**src/pkg/pm_pkg.sv**
```systemverilog
// shared constants for the power monitor result and alert register block
// assumes one 100 MHz core clock and an internal register access port
package pm_pkg;

  // register pointer offsets
  localparam logic [7:0] ADDR_POWER   = 8'h03;
  localparam logic [7:0] ADDR_CURRENT = 8'h04;
  localparam logic [7:0] ADDR_CAL     = 8'h05;
  localparam logic [7:0] ADDR_MASK    = 8'h06;

  // alert select and flags field positions
  localparam int unsigned BIT_SHUNT_HIGH  = 15;
  localparam int unsigned BIT_SHUNT_LOW   = 14;
  localparam int unsigned BIT_BUS_HIGH    = 13;
  localparam int unsigned BIT_BUS_LOW     = 12;
  localparam int unsigned BIT_POWER_HIGH  = 11;
  localparam int unsigned BIT_READY_EN    = 10;
  localparam int unsigned BIT_SOURCE_FLAG = 4;
  localparam int unsigned BIT_DONE_FLAG   = 3;
  localparam int unsigned BIT_OVF_FLAG    = 2;
  localparam int unsigned BIT_POLARITY    = 1;
  localparam int unsigned BIT_LATCH       = 0;

  // values after reset and writable bit masks
  localparam logic [15:0] CAL_RESET     = 16'h0000;
  localparam logic [15:0] MASK_RESET    = 16'h0000;
  localparam logic [15:0] RESULT_RESET  = 16'h0000;
  localparam logic [15:0] CAL_WR_BITS   = 16'h7FFF;
  localparam logic [15:0] MASK_WR_BITS  = 16'hFC03;

  // current = shunt * cal, scaled down by this shift
  localparam int unsigned CURRENT_SHIFT = 11;
  // power count is this many current steps; bus step in microvolts
  localparam int unsigned POWER_LSB_RATIO = 25;
  localparam int unsigned BUS_LSB_UV      = 1250;
  localparam int unsigned UV_PER_VOLT     = 1000000;
  localparam logic [15:0] POWER_DIVISOR =
    16'(POWER_LSB_RATIO * UV_PER_VOLT / BUS_LSB_UV);
  // cycles of the serial divider, one quotient bit each
  localparam logic [5:0]  DIV_STEPS = 6'h20;

  // result sequencer, one-hot
  typedef enum logic [4:0] {
    ST_IDLE = 5'b00001,
    ST_CURR = 5'b00010,
    ST_PWR  = 5'b00100,
    ST_DIV  = 5'b01000,
    ST_DONE = 5'b10000
  } seq_state_t;

endpackage

```
**src/rtl/pm_power_divider.sv**
```systemverilog
// serial divider that scales the current by bus product into power counts
// assumes start is a one-cycle pulse and is not repeated while busy
`timescale 1ns/1ps
`default_nettype none
module pm_power_divider (
  input  wire logic        core_clk,
  input  wire logic        nrst,
  input  wire logic        start,
  input  wire logic [31:0] dividend,
  output logic             done,
  output logic      [31:0] quotient
);

  logic [15:0] rem;     // partial remainder, always below the divisor
  logic [31:0] shreg;   // dividend bits shifted out, quotient shifted in
  logic [5:0]  cnt;     // steps left
  logic [16:0] trial;   // remainder with next dividend bit
  logic        fits;    // divisor can be taken away
  logic [31:0] held;    // dividend kept for checking

  assign trial = {rem, shreg[31]};
  assign fits  = trial >= {1'b0, pm_pkg::POWER_DIVISOR};

  // one quotient bit per cycle; 32 cycles trades speed for area
  always_ff @(posedge core_clk or negedge nrst)
  begin
    if (!nrst)
    begin
      rem   <= 16'h0000;
      shreg <= 32'h0000_0000;
      cnt   <= 6'h00;
      done  <= 1'b0;
      held  <= 32'h0000_0000;
    end
    else if (start)
    begin
      rem   <= 16'h0000;
      shreg <= dividend;
      held  <= dividend;
      cnt   <= pm_pkg::DIV_STEPS;
      done  <= 1'b0;
    end
    else if (cnt != 6'h00)
    begin
      // fixed divisor gives the 25 current steps per power count
      rem   <= fits ? 16'(trial - {1'b0, pm_pkg::POWER_DIVISOR})
                    : trial[15:0];
      shreg <= {shreg[30:0], fits};
      cnt   <= cnt - 6'h01;
      done  <= (cnt == 6'h01);
    end
    else
    begin
      done <= 1'b0;
    end
  end

  assign quotient = shreg;
endmodule
`default_nettype wire

```
**src/rtl/pm_limit_compare.sv**
```systemverilog
// limit comparator: picks the top enabled alert function and compares
// assumes results and limit are stable while eval is evaluated
`timescale 1ns/1ps
`default_nettype none
module pm_limit_compare (
  input  wire logic [4:0]  enables,
  input  wire logic [15:0] shunt,
  input  wire logic [15:0] bus,
  input  wire logic [15:0] power,
  input  wire logic [15:0] limit,
  output logic             hit
);

  // keep only the highest set enable
  function automatic logic [4:0] top_only(input logic [4:0] e);
    logic [4:0] r;
    r = 5'b00000;
    for (int i = 4; i >= 0; i--)
    begin
      if (e[i] && r == 5'b00000)
      begin
        r[i] = 1'b1;
      end
    end
    return r;
  endfunction

  logic [4:0] pick;     // one-hot selected function
  logic       sh_over;  // shunt above limit, signed
  logic       sh_under; // shunt below limit, signed
  logic       bs_over;  // bus above limit
  logic       bs_under; // bus below limit
  logic       pw_over;  // power above limit

  assign pick     = top_only(enables);
  assign sh_over  = $signed(shunt) > $signed(limit);
  assign sh_under = $signed(shunt) < $signed(limit);
  assign bs_over  = bus > limit;
  assign bs_under = bus < limit;
  assign pw_over  = power > limit;
  assign hit = (pick[4] & sh_over)
             | (pick[3] & sh_under)
             | (pick[2] & bs_over)
             | (pick[1] & bs_under)
             | (pick[0] & pw_over);

endmodule
`default_nettype wire

```
**src/rtl/pm_result_alert_regs.sv**
```systemverilog
// result, calibration and alert select registers of a power monitor
// assumes the serial interface turns host accesses into reg_wr / reg_rd
// pulses, and the converter pulses results_ready once per finished cycle
//
// Notes on behaviour
// - power count equals 25 current steps
// - power is current times bus voltage
// - current is shunt times calibration, at 04h
// - averaged shunt gives averaged current
// - calibration sets resolution, top bit reads zero
// - only highest enabled limit function compares
// - shunt above limit asserts alert
// - shunt below limit asserts alert
// - bus above limit asserts alert
// - bus below limit asserts alert
// - power above limit asserts alert
// - ready enable asserts alert on done flag
// - source flag separates limit from ready alert
// - latched source flag clears only on read
// - current, calibration, mask registers reset zero
// - done flag after math, single-shot clears
// - overflow flag marks arithmetic overflow
// - polarity bit selects alert active level
// - transparent follows fault, latch holds until read
`timescale 1ns/1ps
`default_nettype none
module pm_result_alert_regs (
  input  wire logic        core_clk,
  input  wire logic        nrst,
  input  wire logic [7:0]  reg_addr,
  input  wire logic [15:0] reg_wdata,
  input  wire logic        reg_wr,
  input  wire logic        reg_rd,
  output logic      [15:0] reg_rdata,
  input  wire logic [15:0] shunt_voltage,
  input  wire logic [15:0] bus_voltage,
  input  wire logic [15:0] alert_limit,
  input  wire logic        results_ready,
  input  wire logic        single_shot_mode,
  input  wire logic        config_write,
  output logic             alert_out,
  output logic             alert_oe
);

  // magnitude of a signed 16-bit value
  function automatic logic [15:0] mag16(input logic [15:0] v);
    return v[15] ? 16'(~v + 16'h0001) : v;
  endfunction

  // register state
  logic [15:0] power_result;       // read-only power
  logic [15:0] current_result;     // read-only signed current
  logic [15:0] scale_calibration;  // read/write calibration
  logic [5:0]  alert_enables;      // bits 15..10 of the mask register
  logic        alert_source_flag;  // limit function fired
  logic        conv_done_flag;     // results complete
  logic        math_overflow_flag; // arithmetic overflow
  logic        alert_polarity_sel; // 1 = active high
  logic        alert_latch_sel;    // 1 = latch

  // sequencer and captured inputs
  pm_pkg::seq_state_t state;
  pm_pkg::seq_state_t next_state;
  logic [15:0] shunt_cap;          // shunt sample used for math
  logic [15:0] bus_cap;            // bus sample used for math
  logic        cur_ovf;            // current saturated this cycle

  // access decode
  logic wr_cal;
  logic wr_mask;
  logic rd_mask;
  assign wr_cal  = reg_wr && (reg_addr == pm_pkg::ADDR_CAL);
  assign wr_mask = reg_wr && (reg_addr == pm_pkg::ADDR_MASK);
  assign rd_mask = reg_rd && (reg_addr == pm_pkg::ADDR_MASK);

  // current math: signed shunt times unsigned calibration
  logic signed [32:0] cur_prod;
  logic signed [32:0] cur_scaled;
  logic               cur_fits;
  logic [15:0]        next_current;
  assign cur_prod   = 33'($signed(shunt_cap)) *
                      33'($signed({1'b0, scale_calibration}));
  assign cur_scaled = cur_prod >>> pm_pkg::CURRENT_SHIFT;
  assign cur_fits   = (cur_scaled[32:15] == {18{1'b0}}) ||
                      (cur_scaled[32:15] == {18{1'b1}});
  // saturate keeps sign so reverse current stays negative
  assign next_current = cur_fits ? cur_scaled[15:0]
                      : (cur_scaled[32] ? 16'h8000 : 16'h7FFF);

  // power math: magnitude of current times bus, scaled in divider
  logic [31:0] pwr_prod;
  logic        div_done;
  logic [31:0] div_quot;
  logic        pwr_fits;
  logic [15:0] next_power;
  assign pwr_prod   = 32'(mag16(current_result)) * 32'(bus_cap);
  assign pwr_fits   = (div_quot[31:16] == 16'h0000);
  assign next_power = pwr_fits ? div_quot[15:0] : 16'hFFFF;

  pm_power_divider u_div (
    .core_clk (core_clk),
    .nrst     (nrst),
    .start    (state == pm_pkg::ST_PWR),
    .dividend (pwr_prod),
    .done     (div_done),
    .quotient (div_quot)
  );

  // limit check on the finished results
  logic limit_hit;
  pm_limit_compare u_cmp (
    .enables (alert_enables[5:1]),
    .shunt   (shunt_cap),
    .bus     (bus_cap),
    .power   (next_power),
    .limit   (alert_limit),
    .hit     (limit_hit)
  );

  // next state of the result sequencer
  always_comb
  begin
    next_state = state;
    unique case (state)
      pm_pkg::ST_IDLE: if (results_ready) next_state = pm_pkg::ST_CURR;
      pm_pkg::ST_CURR: next_state = pm_pkg::ST_PWR;
      pm_pkg::ST_PWR:  next_state = pm_pkg::ST_DIV;
      pm_pkg::ST_DIV:  if (div_done) next_state = pm_pkg::ST_DONE;
      pm_pkg::ST_DONE: next_state = pm_pkg::ST_IDLE;
      default:         next_state = pm_pkg::ST_IDLE;
    endcase
  end

  // flag set and clear terms; set always wins over clear
  logic eval;
  logic any_ovf;
  logic clr_source;
  logic clr_ovf;
  logic clr_done;
  assign eval       = (state == pm_pkg::ST_DONE);
  assign any_ovf    = cur_ovf || !pwr_fits;
  assign clr_source = alert_latch_sel ? rd_mask
                                      : (eval && !limit_hit);
  assign clr_ovf    = alert_latch_sel ? rd_mask
                                      : (eval && !any_ovf);
  assign clr_done   = single_shot_mode &&
                      (config_write || rd_mask);

  // sequencer state and input capture
  always_ff @(posedge core_clk or negedge nrst)
  begin
    if (!nrst)
    begin
      state     <= pm_pkg::ST_IDLE;
      shunt_cap <= pm_pkg::RESULT_RESET;
      bus_cap   <= pm_pkg::RESULT_RESET;
    end
    else
    begin
      state <= next_state;
      // a ready pulse while busy is dropped; the next one is taken
      if (state == pm_pkg::ST_IDLE && results_ready)
      begin
        // shunt already holds the averaged value when averaging is on
        shunt_cap <= shunt_voltage;
        bus_cap   <= bus_voltage;
      end
    end
  end

  // result registers
  always_ff @(posedge core_clk or negedge nrst)
  begin
    if (!nrst)
    begin
      current_result <= pm_pkg::RESULT_RESET;
      power_result   <= pm_pkg::RESULT_RESET;
      cur_ovf        <= 1'b0;
    end
    else
    begin
      if (state == pm_pkg::ST_CURR)
      begin
        current_result <= next_current;
        cur_ovf        <= !cur_fits;
      end
      if (eval)
      begin
        power_result <= next_power;
      end
    end
  end

  // calibration and mask control bits written by the host
  always_ff @(posedge core_clk or negedge nrst)
  begin
    if (!nrst)
    begin
      scale_calibration  <= pm_pkg::CAL_RESET;
      alert_enables      <= pm_pkg::MASK_RESET[15:10];
      alert_polarity_sel <= 1'b0;
      alert_latch_sel    <= 1'b0;
    end
    else
    begin
      if (wr_cal)
      begin
        // top bit never stored, so it reads back zero
        scale_calibration <= reg_wdata & pm_pkg::CAL_WR_BITS;
      end
      if (wr_mask)
      begin
        alert_enables      <= reg_wdata[15:10];
        alert_polarity_sel <= reg_wdata[pm_pkg::BIT_POLARITY];
        alert_latch_sel    <= reg_wdata[pm_pkg::BIT_LATCH];
      end
    end
  end

  // hardware flags; writes to their bit positions are ignored
  always_ff @(posedge core_clk or negedge nrst)
  begin
    if (!nrst)
    begin
      alert_source_flag  <= 1'b0;
      conv_done_flag     <= 1'b0;
      math_overflow_flag <= 1'b0;
    end
    else
    begin
      alert_source_flag  <= (eval && limit_hit) ||
                            (alert_source_flag && !clr_source);
      conv_done_flag     <= eval || (conv_done_flag && !clr_done);
      math_overflow_flag <= (eval && any_ovf) ||
                            (math_overflow_flag && !clr_ovf);
    end
  end

  // alert pin: limit flag or ready flag when that is enabled
  logic alert_active;
  assign alert_active = alert_source_flag ||
                        (alert_enables[0] && conv_done_flag);

  // open collector: active-low pulls when active, active-high releases
  always_ff @(posedge core_clk or negedge nrst)
  begin
    if (!nrst)
    begin
      alert_oe <= 1'b0;
    end
    else
    begin
      alert_oe <= alert_polarity_sel ? !alert_active
                                     : alert_active;
    end
  end
  assign alert_out = 1'b0;

  // read data mux, registered on the read strobe
  logic [15:0] mask_view;
  logic [15:0] rd_value;
  assign mask_view = {alert_enables, 5'b00000, alert_source_flag,
                      conv_done_flag, math_overflow_flag,
                      alert_polarity_sel, alert_latch_sel};
  assign rd_value =
    (reg_addr == pm_pkg::ADDR_POWER)   ? power_result :
    (reg_addr == pm_pkg::ADDR_CURRENT) ? current_result :
    (reg_addr == pm_pkg::ADDR_CAL)     ? scale_calibration :
    (reg_addr == pm_pkg::ADDR_MASK)    ? mask_view : 16'h0000;

  always_ff @(posedge core_clk or negedge nrst)
  begin
    if (!nrst)
    begin
      reg_rdata <= 16'h0000;
    end
    else if (reg_rd)
    begin
      // flags read as they stood before the read clears them
      reg_rdata <= rd_value;
    end
  end

  // cycles spent in the divide state, read by the sequence check only;
  // counting here keeps the long wait cheap for the property tools
  logic [5:0] div_len;             // edges seen in the divide state
  always_ff @(posedge core_clk or negedge nrst)
  begin
    if (!nrst)
    begin
      div_len <= 6'h00;
    end
    else if (state == pm_pkg::ST_DIV)
    begin
      div_len <= div_len + 6'h01;
    end
    else
    begin
      div_len <= 6'h00;
    end
  end
endmodule
`default_nettype wire

```
**config.mk**
```make
export PLATFORM = sky130hd
export DESIGN_NAME = pm_result_alert_regs
export DESIGN_NICKNAME = d
export VERILOG_FILES = /design/src/pkg/pm_pkg.sv /design/src/rtl/pm_power_divider.sv /design/src/rtl/pm_limit_compare.sv /design/src/rtl/pm_result_alert_regs.sv
export SDC_FILE = /design/constraint.sdc
export NUM_CORES = 2
export LEC_CHECK = 0
export BUFFER_PORTS_ARGS = -buffer_cell sky130_fd_sc_hd__clkbuf_2
export CORE_MARGIN = 4
export CORE_UTILIZATION = 50
export CTS_CLUSTER_DIAMETER = 200
export DETAILED_ROUTE_END_ITERATION = 6
export HOLD_SLACK_MARGIN = 0.1
export PLACE_DENSITY = 0.67
export SLEW_MARGIN = 20
export SYNTH_ARGS = -nofsm -noshare
export SYNTH_HDL_FRONTEND = slang
export SYNTH_HIERARCHICAL = 1
export SYNTH_SLANG_ARGS = --single-unit
```
**constraint.sdc**
```tcl
create_clock -name core_clk -period 14.3 [get_ports core_clk]
set_input_delay 2.86 -clock core_clk [delete_from_list [all_inputs] [get_ports core_clk]]
set_output_delay 2.86 -clock core_clk [all_outputs]
set_load 0.005 [all_outputs]
```
# Word-level counts from Yosys, hierarchy flattened
# Index checks and enable logic that the tools add are counted.
# totals
register_bits	168
in_bits	79
output_inout_bits	18
word_cells	122
# classes
add_sub_neg	3
multipliers	2
n_lt_le_gt_ge	6
eq_ne	13
mux	28
bitwise_logic	11
n_reduce_logical	40
# ops
cell	n
two-way mux 16 bit	11
multiplier 16 x 16 -> 32 bit	2
two-way mux 32 bit	2
> comparator 16 bit	3
< comparator 16 bit	2
equality test 8 x 3 -> 1 bit (second input constant)	3
one-hot mux 5 bit (4 select lines)	1
equality test 18 bit (second input constant)	1
zero test 18 bit	1
>= comparator 17 x 15 -> 1 bit (second input constant)	1
logical AND 1 bit	17
adder 16 x 1 -> 16 bit (second input constant)	1
zero test 16 bit	1
NOT 16 bit	1
subtractor 16 x 15 -> 16 bit (second input constant)	1
two-way mux 6 bit	2
two-way mux 1 bit	10
two-way mux 5 bit	2
equality test 8 x 2 -> 1 bit (second input constant)	1
zero test 1 bit	8
logical OR 1 bit	7
equality test 6 x 1 -> 1 bit (second input constant)	1
nonzero test 6 bit	1
subtractor 6 x 1 -> 6 bit (second input constant)	1
15 further kinds	22

# Logic depth before layout (Yosys ltp)
# logic_depth
word_depth	21
depth_mapped	33
mapped_depth_nobuf	31

# Cells and area by module
# The synthesis kept the hierarchy.
# modules_own_cells
mod	n_inst	cells_each	area_each_um2	seq_area_each_um2
pm_result_alert_regs	1	2497	22724.3	2829.0
pm_power_divider	1	249	2622.5	1376.3
pm_limit_compare	1	147	1166.1	0.0

# Least setup slack after synthesis
# Ideal clock, no wire load.
# synth_timing
path_kind	flip-flop to flip-flop
from	register current_result[0]
to	register u_div.shreg[30], in the netlist u_div/quotient[30]
setup_ps	127
arrival_time_ps	7766
required_time_ps	14173
path_slack_ps	6407
path_stages_with_launch	29
n_path_buf	2
synth_period_minus_slack_ps	7893
cell_sequence	dfrtp_1 > clkbuf_1 > inv_1 > nand3_1 > or4_1 > nand2b_1 > nor4bb_1 > clkbuf_1 > nand2_1 > fa_1 > fa_1 > inv_1 > fa_1 > fa_1 > fa_1 > inv_1 > fa_1 > inv_1 > ha_1 > a21o_1 > a21o_1 > a2111o_1 > o221ai_1 > o21ai_1 > a221o_1 > a211oi_1 > xnor2_1 > a222oi_1 > inv_1
# synth_between
elab_chain_cells	5
# synth_lines
item	line_no	source
start, declared	pm_result_alert_regs.sv:52	logic [15:0] current_result;
start signal, assigned	pm_result_alert_regs.sv:176	current_result <= pm_pkg::RESULT_RESET;
start signal, assigned	pm_result_alert_regs.sv:184	current_result <= next_current;
NOT 16 bit	pm_result_alert_regs.sv:47	return v[15] ? 16'(~v + 16'h0001) : v;
adder 16 x 1 -> 16 bit	pm_result_alert_regs.sv:47	
two-way mux 16 bit *	pm_result_alert_regs.sv:47	
multiplier 16 x 16 -> 32 bit *	pm_result_alert_regs.sv:96	assign pwr_prod = 32'(mag16(current_result)) * 32'(bus_cap);
via pwr_prod[30]	pm_result_alert_regs.sv:91	logic [31:0] pwr_prod;
two-way mux 32 bit *	pm_power_divider.sv:35	else if (start)
end signal, assigned	pm_power_divider.sv:38	shreg <= dividend;
end signal, assigned	pm_power_divider.sv:48	shreg <= {shreg[30:0], fits};
end, declared	pm_power_divider.sv:15	logic [31:0] shreg;
# The timed path passes the listed nets; every way through them passes the cells marked *.
# A chain may end at the register's enable or synchronous reset.

# Final worst setup path
# Ends and elaborated chain as after synthesis.

==> impl_metrics.toml <==
[status]
status = "complete, but fails checks"
violations = "DRC"

[timing]
fin_worst_skew_ps = 19.0
setup_tns_ps = 0
max_freq_mhz = 114
slew_viol_final = 0
rsz0062_at_grt = "false"
relSlewSlack = 0.257
finalCritPeriodShare = 0.612
holdWs_ps = 506
hold_violations = 0
worstMarginPinSlew_ps = 1110
layout_min_cycle_time_ps = 8760
finalSetupViolCount = 0

[cts]
cts_max_level = 4
cts-hold-fix-buffers = 0
cts_tree = "built"
clkTransAtPathRegs_ps = 80
numClockSinks = 168
root_buffer = "clkbuf_16"
insertion_delay_ps = 500
cts_setup_buffers = 0
cts.path.max_buffers = 2
cts_resized = 0
cts_buffers = 17

[route]
drt_wl_total_mm = 71.4
drt-pass1-iter-count = 7
dr_total_vias = 20322
vias_per_cell = 5.64
drc = 40
ant_nets = 0
avgRoutedWirePerCell_um = 19.8
first_iter_violations = 1581

[cells_and_area]
final_nets = 3657
final_cell_mix = "inv_1, nand2_1, fa_1"
mostFrequentLayoutCell = "inv_1"
area_growth_pct = 6.16
antenna_cells = 0
drive_gt1_frac = 0.0823
fin_area_um2 = 28100

[yosys]
yosysSeqAreaShare = 0.159
yosysWarnings = 6
synthCells = 2893
synth_ff_type = "dfrtp_1"
synth.distinct_cells = 82
yosys_register_bits = 168
ys_async_sr_fraction = 1.00
syn-num-nets = 3647
synth-edff-count = 0
synth.avg_cell_area_um2 = 9.16
syn-cell-area_um2 = 26500

[critical_path]
crit_path_max_incr_delay_ps = 620
start_kind = "register"
path_common_cell = "fa_1"
cp.required_ps = 14670
crit_slowest_cell = "dfrtp_1"
cp_top_family = "adder cells"
crit_fanout = 19
cp.buffers_inverters = 6
cp-end-kind = "register"
worstSetupPathType = "register to register"
crit_arrival_ps = 9120

[floorplanning]
row_count = 84
core_area_um2 = 52600
die_x_um = 238
start_util = 0.505
die_y_um = 238
io_pins = 97
dieArea_um2 = 56800

[global_route]
grt_max_degree = 101
grt_remaining_overflow = 0
antenna_found_initial = 1
grt_usage = 0.259
grt_pass1_vias = 21338
grt_pass1_wl_mm = 116

[placement]
hpwl_mm = 56.1
place_area_um2 = 27600
place_congestion = 0.901
portBuffers = 95

[run]
cap_violations = 0

[min_path]
min_path_type = "register to register"
metal layers:
layer / track usage / routed length, µm / share of wire
met3: 0.0416 / 4520 / 0.063
met2: 0.425 / 34200 / 0.48
met1: 0.345 / 29300 / 0.41
met4: 0.110 / 3460 / 0.048
met5: 0 / 0 / 0
cell type report:
class	count	area (µm²)
clock buffers	17	425
fillers	4814	24400
repair buffers	115	632
inverters	573	2150
well taps	688	861
clock inverters	14	155
flip-flops and latches	168	4210
multi-input cells	2028	19700
registers in the layout, indices dropped and copies added, names as in the netlist:
signal	flops
u_div/rem	16
cur_ovf	1
scale_calibration	15
alert_source_flag	1
shunt_cap	16
alert_polarity_sel	1
reg_rdata	16
alert_oe	1
state	5
alert_latch_sel	1
bus_cap	16
alert_enables	6
u_div/quotient	32
power_result	16
conv_done_flag	1
current_result	16
math_overflow_flag	1
u_div/cnt	6
u_div/done	1
cells by family (layout without fill, tap and decap cells):
kind of cell,count (synthesis),after routing,synth area share
AND/OR/NAND/NOR,913,913,0.168
buffers and inverters,697,719,0.0998
adder cells (fa/ha/maj),675,675,0.443
AO/OA/AOI/OAI,307,307,0.0820
flip-flops,168,168,0.159
XOR/XNOR,74,74,0.0244
multiplexers,58,58,0.0240
other,1,1,0.000141
synth_stat cells, drive strengths merged (9+ instances only):
master  count  share of area
nand2     441          0.062
or2        21         0.0050
a21o       31         0.0088
o31ai       9         0.0025
mux2       44          0.019
a211oi      9         0.0025
nand4      22         0.0052
dfrtp     167           0.16
clkbuf    102          0.014
buf        22         0.0042
a21oi      77          0.015
fa        439           0.33
ha        236           0.11
mux2i      14         0.0053
o21ai      56          0.011
nor2       75          0.011
xnor2      63          0.021
and2      226          0.053
nor4       19         0.0050
a31oi      13         0.0031
xor2       11         0.0036
nand3      21         0.0042
a222oi     36          0.014
nor3       21         0.0040
nor2b      11         0.0026
inv       573          0.081
nand2b     14         0.0033
through the flow:
step / instances / setup WS (ps) / utilization
2_1_floorplan: 2893 / 6410 / -
3_3_place_gp: 3572 / 5780 / 0.525
3_5_place_dp: 3572 / 5700 / 0.525
4_1_cts: 3603 / 5600 / 0.536
5_1_grt: 3603 / 5020 / 0.536
6_report: 3603 / 5540 / 0.536
final timing paths:
kind / from / end / slack, ps / cells after the start
setup / recovery: current_result[0]$_DFFE_PN0P_ / u_div/quotient[30]$_DFFE_PN0P_ / 5540 / 28
hold / removal: u_div/rem[14]$_DFFE_PN0P_ / u_div/rem[15]$_DFFE_PN0P_ / 510 / 1
setup reg to reg: current_result[0]$_DFFE_PN0P_ / u_div/quotient[30]$_DFFE_PN0P_ / 5540 / 28
hold reg to reg: u_div/rem[14]$_DFFE_PN0P_ / u_div/rem[15]$_DFFE_PN0P_ / 510 / 1
max in group asynchronous: nrst / bus_cap[11]$_DFFE_PN0P_ / 10290 / 2
min in group asynchronous: nrst / u_div/cnt[0]$_DFFE_PN0P_ / 2470 / 1
Power is not shown: default switching activity piles up to over one toggle a cycle in this logic, so the estimate is an artifact.
